--- src/design/sensor_cfg_pkg.sv ---
package sensor_cfg_pkg;

  // register addresses
  localparam logic [7:0] ADDR_SENSING_MODE_CONFIG  = 8'h70;
  localparam logic [7:0] ADDR_PHOTODIODE_PIN_ROUTE = 8'h73;
  localparam logic [7:0] ADDR_LAMP_DRIVE_CONTROL   = 8'h74;
  localparam logic [7:0] ADDR_FUNCTION_ENABLE      = 8'h80;
  localparam logic [7:0] ADDR_AUX_PIN_CONTROL      = 8'hBE;

  // values after reset
  localparam logic [7:0] RST_SENSING_MODE_CONFIG  = 8'h00;
  localparam logic [7:0] RST_PHOTODIODE_PIN_ROUTE = 8'h00;
  localparam logic [7:0] RST_LAMP_DRIVE_CONTROL   = 8'h04;
  localparam logic [7:0] RST_FUNCTION_ENABLE      = 8'h00;
  localparam logic [3:0] RST_AUX_PIN_CONTROL      = 4'h2;

  // function enable fields
  localparam int POWER_ON_BIT_POS          = 0;
  localparam int SPECTRAL_MEASURE_EN_POS   = 1;
  localparam int WAIT_ENABLE_POS           = 3;
  localparam int CHANNEL_MUX_START_POS     = 4;
  localparam int FLICKER_DETECT_EN_POS     = 6;

  // sensing mode fields
  localparam int SENSE_MODE_LSB            = 0;
  localparam int SYNC_TO_IRQ_POS           = 2;
  localparam int LAMP_CONTROL_SELECT_POS   = 3;

  // photodiode routing fields
  localparam int PHOTODIODE_TO_IRQ_POS     = 0;
  localparam int PHOTODIODE_TO_AUX_POS     = 1;

  // aux pin control fields
  localparam int AUX_INPUT_LEVEL_POS       = 0;
  localparam int AUX_OUTPUT_STATE_POS      = 1;
  localparam int AUX_INPUT_ENABLE_POS      = 2;
  localparam int AUX_OUTPUT_INVERT_POS     = 3;

  // lamp fields
  localparam int LAMP_ON_POS               = 7;
  localparam int LAMP_DRIVE_MSB            = 6;

  // light sensing modes
  typedef enum logic [1:0]
  {
    NORMAL_SPECTRAL_MODE  = 2'h0,
    SYNC_START_MODE       = 2'h1,
    RESERVED_MODE         = 2'h2,
    SYNC_START_STOP_MODE  = 2'h3
  } sense_mode_e;

endpackage

--- src/design/sensor_enable_config_bank.sv ---
`timescale 1ns/1ps

module sensor_enable_config_bank
(
  input  wire logic                      core_clk,
  input  wire logic                      nrst,
  input  wire logic                      clk_en,
  input  wire logic [7:0]                reg_addr,
  input  wire logic [7:0]                reg_wdata,
  input  wire logic                      reg_wr,
  input  wire logic                      reg_rd,
  output logic      [7:0]                reg_rdata,
  input  wire logic                      mux_done,
  input  wire logic                      sync_in,
  input  wire logic                      pd_aux_in,
  input  wire logic                      pd_irq_in,
  input  wire logic                      aux_pin_in,
  output logic                           aux_pin_out,
  output logic                           aux_pin_oe_n,
  output logic                           irq_pin_out,
  output logic                           lamp_driver_pin,
  output logic                           lamp_pin_oe_n,
  output logic      [6:0]                lamp_drive_current,
  output logic                           osc_enable,
  output logic                           spectral_measure_enable,
  output logic                           flicker_detect_enable,
  output logic                           wait_enable,
  output logic                           channel_mux_start,
  output logic                           mux_busy,
  output sensor_cfg_pkg::sense_mode_e    sense_mode
);
  import sensor_cfg_pkg::*;

  logic [7:0] function_enable_r;
  logic [7:0] sensing_mode_config_r;
  logic [7:0] photodiode_pin_route_r;
  logic [7:0] lamp_drive_control_r;
  logic [3:0] aux_pin_control_r;
  logic [7:0] rdata_nxt;
  logic       wr_en;
  logic       power_on_bit;
  logic       lamp_control_select;
  logic       aux_input_enable;
  logic       aux_level;

  assign wr_en               = clk_en & reg_wr;
  assign power_on_bit        = function_enable_r[POWER_ON_BIT_POS];
  assign lamp_control_select = sensing_mode_config_r[LAMP_CONTROL_SELECT_POS];
  assign aux_input_enable    = aux_pin_control_r[AUX_INPUT_ENABLE_POS];

  // function enable; the multiplexer start bit self-clears on completion,
  // but a fresh write of 1 in the same cycle as completion wins
  always_ff @(posedge core_clk or negedge nrst)
  begin
    if (!nrst)
    begin
      function_enable_r <= RST_FUNCTION_ENABLE;
    end
    else if (clk_en)
    begin
      if (reg_wr && reg_addr == ADDR_FUNCTION_ENABLE)
      begin
        function_enable_r <= reg_wdata;
        if (!reg_wdata[CHANNEL_MUX_START_POS] && !mux_done)
        begin
          // a write of 0 cannot abort a running multiplexer command
          function_enable_r[CHANNEL_MUX_START_POS] <= function_enable_r[CHANNEL_MUX_START_POS];
        end
      end
      else if (mux_done)
      begin
        function_enable_r[CHANNEL_MUX_START_POS] <= 1'b0;
      end
    end
  end

  // sensing mode register, all bits stored as written
  always_ff @(posedge core_clk or negedge nrst)
  begin
    if (!nrst)
    begin
      sensing_mode_config_r <= RST_SENSING_MODE_CONFIG;
    end
    else if (wr_en && reg_addr == ADDR_SENSING_MODE_CONFIG)
    begin
      sensing_mode_config_r <= reg_wdata;
    end
  end

  // photodiode routing register
  always_ff @(posedge core_clk or negedge nrst)
  begin
    if (!nrst)
    begin
      photodiode_pin_route_r <= RST_PHOTODIODE_PIN_ROUTE;
    end
    else if (wr_en && reg_addr == ADDR_PHOTODIODE_PIN_ROUTE)
    begin
      photodiode_pin_route_r <= reg_wdata;
    end
  end

  // lamp register, drive code defaults to 12 mA
  always_ff @(posedge core_clk or negedge nrst)
  begin
    if (!nrst)
    begin
      lamp_drive_control_r <= RST_LAMP_DRIVE_CONTROL;
    end
    else if (wr_en && reg_addr == ADDR_LAMP_DRIVE_CONTROL)
    begin
      lamp_drive_control_r <= reg_wdata;
    end
  end

  // aux pin control; bit 0 is the sampled input, never written by software
  always_ff @(posedge core_clk or negedge nrst)
  begin
    if (!nrst)
    begin
      aux_pin_control_r <= RST_AUX_PIN_CONTROL;
    end
    else if (clk_en)
    begin
      if (reg_wr && reg_addr == ADDR_AUX_PIN_CONTROL)
      begin
        aux_pin_control_r[AUX_OUTPUT_INVERT_POS:AUX_OUTPUT_STATE_POS] <=
          reg_wdata[AUX_OUTPUT_INVERT_POS:AUX_OUTPUT_STATE_POS];
      end
      // input reads as 0 while input mode is off, so stale levels never show
      aux_pin_control_r[AUX_INPUT_LEVEL_POS] <= aux_input_enable & aux_pin_in;
    end
  end

  // read mux; unmapped addresses and the upper four aux control bits read as zero, other registers return all eight stored bits
  always_comb
  begin
    rdata_nxt = 8'h00;
    unique case (reg_addr)
      ADDR_FUNCTION_ENABLE:      rdata_nxt = function_enable_r;
      ADDR_SENSING_MODE_CONFIG:  rdata_nxt = sensing_mode_config_r;
      ADDR_PHOTODIODE_PIN_ROUTE: rdata_nxt = photodiode_pin_route_r;
      ADDR_LAMP_DRIVE_CONTROL:   rdata_nxt = lamp_drive_control_r;
      ADDR_AUX_PIN_CONTROL:      rdata_nxt = {4'h0, aux_pin_control_r};
      default:                   rdata_nxt = 8'h00;
    endcase
  end

  // read data is held until the next read so the host can sample late
  always_ff @(posedge core_clk or negedge nrst)
  begin
    if (!nrst)
    begin
      reg_rdata <= 8'h00;
    end
    else if (clk_en && reg_rd)
    begin
      reg_rdata <= rdata_nxt;
    end
  end

  // oscillator follows the power bit; clearing power stops the device
  // without losing the stored settings
  always_ff @(posedge core_clk or negedge nrst)
  begin
    if (!nrst)
    begin
      osc_enable <= RST_FUNCTION_ENABLE[POWER_ON_BIT_POS];
    end
    else if (clk_en)
    begin
      osc_enable <= power_on_bit;
    end
  end

  // measurement enables are gated by power, so an enable bit left set
  // while power is off cannot start anything without an oscillator
  always_ff @(posedge core_clk or negedge nrst)
  begin
    if (!nrst)
    begin
      spectral_measure_enable <= RST_FUNCTION_ENABLE[SPECTRAL_MEASURE_EN_POS];
      flicker_detect_enable   <= RST_FUNCTION_ENABLE[FLICKER_DETECT_EN_POS];
      wait_enable             <= RST_FUNCTION_ENABLE[WAIT_ENABLE_POS];
    end
    else if (clk_en)
    begin
      spectral_measure_enable <= power_on_bit & function_enable_r[SPECTRAL_MEASURE_EN_POS];
      flicker_detect_enable   <= power_on_bit & function_enable_r[FLICKER_DETECT_EN_POS];
      wait_enable             <= power_on_bit & function_enable_r[WAIT_ENABLE_POS];
    end
  end

  // multiplexer busy mirrors the start bit until completion clears it
  always_ff @(posedge core_clk or negedge nrst)
  begin
    if (!nrst)
    begin
      mux_busy <= RST_FUNCTION_ENABLE[CHANNEL_MUX_START_POS];
    end
    else if (clk_en)
    begin
      mux_busy <= function_enable_r[CHANNEL_MUX_START_POS];
    end
  end

  // sensing mode; the reserved code is passed on unchanged so the engine
  // decides what to do with it instead of a silent remap here
  always_ff @(posedge core_clk or negedge nrst)
  begin
    if (!nrst)
    begin
      sense_mode <= NORMAL_SPECTRAL_MODE;
    end
    else if (clk_en)
    begin
      sense_mode <= sense_mode_e'(sensing_mode_config_r[SENSE_MODE_LSB +: 2]);
    end
  end

  // one-cycle start pulse when software writes the multiplexer start bit
  always_ff @(posedge core_clk or negedge nrst)
  begin
    if (!nrst)
    begin
      channel_mux_start <= 1'b0;
    end
    else if (clk_en)
    begin
      channel_mux_start <= reg_wr && reg_addr == ADDR_FUNCTION_ENABLE
                           && reg_wdata[CHANNEL_MUX_START_POS];
    end
  end

  // aux pin level: photodiode routing overrides the register-driven state
  always_comb
  begin
    aux_level = aux_pin_control_r[AUX_OUTPUT_STATE_POS];
    if (photodiode_pin_route_r[PHOTODIODE_TO_AUX_POS])
    begin
      aux_level = pd_aux_in;
    end
  end

  // aux pin level; inversion is applied last so it also flips a routed
  // photodiode signal, which keeps one polarity control for both sources
  always_ff @(posedge core_clk or negedge nrst)
  begin
    if (!nrst)
    begin
      aux_pin_out <= RST_AUX_PIN_CONTROL[AUX_OUTPUT_STATE_POS];
    end
    else if (clk_en)
    begin
      aux_pin_out <= aux_level ^ aux_pin_control_r[AUX_OUTPUT_INVERT_POS];
    end
  end

  // aux driver releases the pin while input mode is on, so an external
  // source never fights the output stage
  always_ff @(posedge core_clk or negedge nrst)
  begin
    if (!nrst)
    begin
      aux_pin_oe_n <= RST_AUX_PIN_CONTROL[AUX_INPUT_ENABLE_POS];
    end
    else if (clk_en)
    begin
      aux_pin_oe_n <= aux_input_enable;
    end
  end

  // interrupt pin; sync routing takes priority over the photodiode on the
  // shared pin, and with neither routed the pin rests low
  always_ff @(posedge core_clk or negedge nrst)
  begin
    if (!nrst)
    begin
      irq_pin_out <= 1'b0;
    end
    else if (clk_en)
    begin
      if (sensing_mode_config_r[SYNC_TO_IRQ_POS])
      begin
        irq_pin_out <= sync_in;
      end
      else
      begin
        irq_pin_out <= photodiode_pin_route_r[PHOTODIODE_TO_IRQ_POS] & pd_irq_in;
      end
    end
  end

  // lamp pin is released entirely when the lamp select bit is clear; the on
  // level is held low meanwhile so a driver that ignores the enable stays off
  always_ff @(posedge core_clk or negedge nrst)
  begin
    if (!nrst)
    begin
      lamp_driver_pin <= 1'b0;
      lamp_pin_oe_n   <= ~RST_SENSING_MODE_CONFIG[LAMP_CONTROL_SELECT_POS];
    end
    else if (clk_en)
    begin
      lamp_pin_oe_n   <= ~lamp_control_select;
      lamp_driver_pin <= lamp_control_select & lamp_drive_control_r[LAMP_ON_POS];
    end
  end

  // drive code always mirrors the register; it only takes effect once the
  // lamp pin is under control, so gating it here would add nothing
  // (limitation: the code is not checked against the driver's rating)
  always_ff @(posedge core_clk or negedge nrst)
  begin
    if (!nrst)
    begin
      lamp_drive_current <= RST_LAMP_DRIVE_CONTROL[LAMP_DRIVE_MSB:0];
    end
    else if (clk_en)
    begin
      lamp_drive_current <= lamp_drive_control_r[LAMP_DRIVE_MSB:0];
    end
  end

endmodule // sensor_enable_config_bank

--- config.mk ---
export PLATFORM = sky130hd
export DESIGN_NAME = sensor_enable_config_bank
export DESIGN_NICKNAME = d
export VERILOG_FILES = /design/src/design/sensor_cfg_pkg.sv /design/src/design/sensor_enable_config_bank.sv
export SDC_FILE = /design/constraint.sdc
export NUM_CORES = 1
export LEC_CHECK = 0
export BUFFER_PORTS_ARGS = -buffer_cell sky130_fd_sc_hd__clkbuf_2
export CELL_PAD_IN_SITES_DETAIL_PLACEMENT = 1
export CELL_PAD_IN_SITES_GLOBAL_PLACEMENT = 1
export CORE_MARGIN = 2
export CORE_UTILIZATION = 40
export CTS_CLUSTER_SIZE = 40
export DETAILED_ROUTE_END_ITERATION = 10
export GPL_TIMING_DRIVEN = 0
export HOLD_SLACK_MARGIN = 0.12
export PLACE_DENSITY = 0.79
export RECOVER_POWER = 100
export SYNTH_ARGS = -nofsm -noshare
export SYNTH_HDL_FRONTEND = slang
export SYNTH_SLANG_ARGS = --single-unit
--- constraint.sdc ---
create_clock -name core_clk -period 1.9 [get_ports core_clk]
set_input_delay 0.38 -clock core_clk [delete_from_list [all_inputs] [get_ports core_clk]]
set_output_delay 0.38 -clock core_clk [all_outputs]
set_load 0.03 [all_outputs]
# Word level (Yosys, flattened, before mapping)
# Cells that the tools add are included.
classes:
  n_reduce_logical: 14
  n_mux: 6
  eq_ne: 6
  bitwise_logic: 9
op_table:
  columns: ["operator", "n"]
  rows:
  - ["$pmux 8 s5", 1]
  - ["$eq 8x7->1 const B", 3]
  - ["$eq 8x8->1 const B", 2]
  - ["$logic_and 1x1->1", 8]
  - ["$and 1x1->1", 7]
  - ["$mux 1", 5]
  - ["$reduce_and 2->1", 2]
  - ["$reduce_and 3->1", 1]
  - ["$logic_not 1->1", 2]
  - ["$ne 2x2->1 const B", 1]
  - ["$reduce_bool 2->1", 1]
  - ["$not 1->1", 1]
  - ["$xor 1x1->1", 1]
totals:
  output_inout_bits: 28
  register_bits: 64
  elab_cells: 56

# Logic depth before layout (Yosys ltp)
logic_depth:
  depth_word: 4
  mapped_depth: 6
  ltp_nobuf: 4

# Least setup slack after synthesis
# No wires, ideal clock.
synth_path:
  path_type: "input port to flip-flop"
  start: "in reg_addr[3]"
  end: "reg sensing_mode_config_r[0]"
  arrival_time_ps: 1847
  setup_ps: 125
  path_buffers: 2
  required_ps: 1775
  stages: 5
  path_slack_ps: -72
  path_cell_list: "buf_2 > or4_1 > buf_2 > nor3_4 > mux2_2"
synth_via:
  elab_chain_len: 2
synth_lines:
  columns: ["item", "line_no", "text"]
  rows:
  - ["start: declaration", "sensor_enable_config_bank.sv:8", "input wire logic [7:0] reg_addr,"]
  - ["$eq 8x7->1", "sensor_enable_config_bank.sv:84", "else if (wr_en && reg_addr == ADDR_SENSING_MODE_CONFIG)"]
  - ["$logic_and 1x1->1", "sensor_enable_config_bank.sv:84", null]
  - ["end signal: assignment", "sensor_enable_config_bank.sv:86", "sensing_mode_config_r <= reg_wdata;"]
  - ["end: declaration", "sensor_enable_config_bank.sv:35", "logic [7:0] sensing_mode_config_r;"]
# Every way passes these cells.
# A chain may end at the register's enable or synchronous reset.

# Final worst setup path
layout_path:
  start: "in reg_addr[0]"
  end: "reg function_enable_r[7]"
layout_via:
  elab_chain_len: 3
layout_lines:
  columns: ["item", "line_no", "text"]
  rows:
  - ["$eq 8x8->1", "sensor_enable_config_bank.sv:61", "if (reg_wr && reg_addr == ADDR_FUNCTION_ENABLE)"]
  - ["$logic_and 1x1->1", "sensor_enable_config_bank.sv:61", null]
  - ["$reduce_and 2->1 (no line)", null, null]
  - ["end signal: assignment", "sensor_enable_config_bank.sv:63", "function_enable_r <= reg_wdata;"]
  - ["end signal: indexed assignment", "sensor_enable_config_bank.sv:67", "function_enable_r[CHANNEL_MUX_START_POS] <= function_enable_r[CHANNEL_MUX_START_POS];"]
  - ["end: declaration", "sensor_enable_config_bank.sv:34", "logic [7:0] function_enable_r;"]
# Every way passes these cells.

==> out/results.tsv <==
stage	metric	value	unit
worst_setup_path	end_kind	flop	
timing	period_share	97.2	%
cts	hold_buffers	0	
timing	slew_viol_final	65	
power	power_frac_clock	43.3	%
worst_setup_path	reg2reg_from	lamp_drive_control_r[1]$_DFFE_PN0P_	
global_route	antenna_found_initial	0	
timing	fin_skew	0.00678	ns
worst_setup_path	crit_required	2.12	ns
worst_setup_path	reg2reg_to	reg_rdata[1]$_DFFE_PN0P_	
layout	antennaDiodeCount	0	
place	globalplace.congestion	0.820	
power	p_switching	747	µW
route	wl_met1	3.27	mm
floorplan	die_area	7700	µm²
worst_setup_path	crit_chain	clkbuf_2 > or4_4 > buf_6 > nor3_4 > clkbuf_2 > mux2_1	
timing	report.final.setup_viol	0	
worst_hold_path	worstHoldPathCells	3	
global_route	grt_max_degree	65	
cts	worstSkewPairLatency	0.34	ns
worst_setup_path	critPathKind	primary input to flop	
synthesis	yosysSeqAreaShare	57.3	%
power	power.share.sequential	48.2	%
layout	layout-drive-gt1-share	33.2	%
route	top_layer	met4	
cts	cts_tree	done	
worst_setup_path	reg2reg_depth	4	
worst_hold_path	hp-class	primary input to flop	
floorplan	num_rows	30	
route	drt-initial-drc-count	125	
synthesis	syn-num-nets	241	
layout	design_area	3430	µm²
timing	hold_violations	0	
route	post-route-drc-count	0	
place	port_buffers	52	
cts	clock_path_buffers	2	
cts	cts_buffers	9	
synthesis	yosys_warnings	0	
cts	cts.sink_count	64	
synthesis	synth_area	2810	µm²
route	viasPerCell	5.26	
global_route	grt_pass1_vias	2242	
power	vdd.ir_drop.worst	408	µV
timing	max_slew_margin	-4.63	%
worst_setup_path	crit_path_start_kind	primary input	
power	p_per_area	870	nW/µm²
floorplan	io_pins	54	
timing	worst_slew_pin_slew	1.57	ns
job	maxCapViolations	1	
cts	root_buffer	clkbuf_8	
worst_setup_path	crit_family	simple AND/OR/NAND/NOR gates	
timing	fmax	541	MHz
power	p_int	2230	µW
synthesis	syn_area_per_cell	13.0	µm²
worst_setup_path	cpMaxStageDelayCell	or4_4	
floorplan	coreArea	6790	µm²
place	place_area	3230	µm²
floorplan	die_h	87.7	µm
power	combPwrFrac	8.5	%
layout	area_growth	22.2	%
floorplan	fp.dieW	87.7	µm
layout	final_common_cell	dfrtp_1	
route	drt_pre_antenna_iters	4	
power	leakage	0.00158	µW
synthesis	synthTopCellsByArea	dfrtp_1 (53%), mux2_2 (17%), dfstp_2 (4.7%), mux2i_1 (1.8%), nor2_1 (1.7%)	
worst_setup_path	critPathMaxStageDelay	0.55	ns
worst_setup_path	arrival	2.07	ns
cts	cts-htree-levels	3	
worst_hold_path	hold_end	aux_pin_control_r[0]$_DFFE_PN0P_	
synthesis	yosys_register_bits	64	
worst_setup_path	critPathMaxFanout	8	
global_route	grt_overflow_total	0	
cts	clk_pin_slew	0.08	ns
timing	grt_setup_unrepaired	false	
worst_setup_path	cpMostUsedCell	clkbuf_2	
outcome	status	finished with violations	
power	switching_share	25.0	%
floorplan	initial_core_util	41.3	%
global_route	grt_first_pass_wirelength	11.8	mm
timing	fin_crit	1.85	ns
layout	nets	307	
outcome	violations	max-capacitance violations, max-slew violations	
worst_setup_path	worstPathBufferInverterCount	3	
global_route	grt_usage	20.8	%
place	dp_hpwl	4.99	mm
synthesis	yosys.area.top_type_share	52.6	%
synthesis	yosysTopAreaCell	dfrtp_1	
route	antenna_left	0	
route	vias	2009	
worst_hold_path	holdCritStartpoint	aux_pin_in	
worst_setup_path	r2r_slack	0.60	ns
synthesis	synth_cells	215	
route	wl_met3	395	µm
synthesis	ys_types	38	
route	routedWlPerCell	19.0	µm
layout	final_cell_mix	dfrtp_1 (59), clkbuf_1 (36), mux2_2 (36), clkbuf_2 (24), nor2_1 (13)	
route	drt_wl_total	7.26	mm
route	wl_met2	3.47	mm
layout	fin_util	50.5	%
## area by class of cell
class | instances | area (µm²)
Clock inverter | 6 | 92.6
Tap cell | 96 | 120
Inverter | 7 | 26.3
Buffer | 9 | 53.8
Timing Repair Buffer | 55 | 243
Fill cell | 742 | 3370
Multi-Input combinational cell | 135 | 1160
Clock buffer | 10 | 128
Sequential cell | 64 | 1610
## how the worst max path moves through the flow
stage                     depth (start not counted)                                     to  slack, ns        start
after floorplan                                   4    lamp_drive_control_r[0]$_DFFE_PN0P_      -0.03  reg_addr[2]
after global placement                            5    lamp_drive_control_r[0]$_DFFE_PN0P_      -0.46  reg_addr[2]
after detailed placement                          5               reg_rdata[4]$_DFFE_PN0P_      -0.55  reg_addr[5]
after CTS                                         7  photodiode_pin_route_r[2]$_DFFE_PN0P_       0.01  reg_addr[2]
after global routing                              6    lamp_drive_control_r[3]$_DFFE_PN0P_       0.02  reg_addr[2]
final                                             6       function_enable_r[7]$_DFFE_PN0P_       0.05  reg_addr[0]
## what timing repair did
action	in CTS	in global routing
setup endpoints to repair	13	15
resized for setup	1	2
setup buffers	2	1
pin swaps	1	1
## Yosys cell counts, drive strengths merged
cell     count
xnor2        1
mux2i        5
or3b         1
dfrtp       59
o32a         2
and4b        1
a32oi        5
or3          1
or4b         1
dfstp        5
clkbuf       5
and2         1
and3b        1
a21oi        3
nor4b        1
nor4         1
nor4bb       1
mux2        47
a22oi        4
nand4b       3
a22o         3
or4          1
nand3        5
inv          7
nor3         4
o21ai        9
a31oi        2
buf          4
nor2        14
a221oi       3
a222oi       1
o2bb2ai      3
nand2       11
## kinds of logic after synthesis
| family | share of synthesized area (%) |
|---|---|
| AOI/OAI and AO/OA | 9.10 |
| xor gates and xnor gates | 0.312 |
| buffers and inverters | 2.36 |
| DFF | 57.3 |
| muxes | 20.7 |
| and+or+nand+nor | 10.3 |
## routing by layer
layer  GRT usage [%]  vias to the layer above
li1                -                      927
met1            28.3                     1010
met2            32.1                       63
met3            3.77                        9
met4            10.2                        0
met5               0                        -
## power by group through the flow
stage	clock network (µW)	logic, µW	registers [µW]
after floorplan	0	95.6	1500
after global placement	0	255	1460
after detailed placement	0	263	1460
after CTS	1330	266	1440
after global routing	1380	280	1440
final	1290	254	1440
## through the flow
stage | hold slack (ns) | total power, µW | worst slack, ns | instances | TNS (ns)
after floorplan | 0.0844 | 1600 | -0.0268 | 215 | -0.188
after global placement | 0.459 | 1710 | -0.458 | 363 | -12.31
after detailed placement | 0.463 | 1730 | -0.552 | 363 | -13.33
after CTS | 0.201 | 3030 | 0.0118 | 381 | 0
after global routing | 0.297 | 3100 | 0.0205 | 382 | 0
final | 0.297 | 2980 | 0.0526 | 382 | 0
## registers in the layout, indices dropped and copies added, names as in the netlist
signal and cells:
spectral_measure_enable 1, lamp_driver_pin 1, lamp_drive_current 7, photodiode_pin_route_r 8, aux_pin_out 1, channel_mux_start 1, function_enable_r 8, osc_enable 1
flicker_detect_enable 1, mux_busy 1, aux_pin_control_r 4, sensing_mode_config_r 8, sense_mode 2, wait_enable 1, lamp_pin_oe_n 1, irq_pin_out 1
aux_pin_oe_n 1, lamp_drive_control_r 8, reg_rdata 8
## tightest hold or removal path: stages
cell      delay [ns]
clkbuf_2        0.07
nand3_1         0.07
o21ai_0         0.08
No activity file was read; power rests on OpenSTA's default activity.
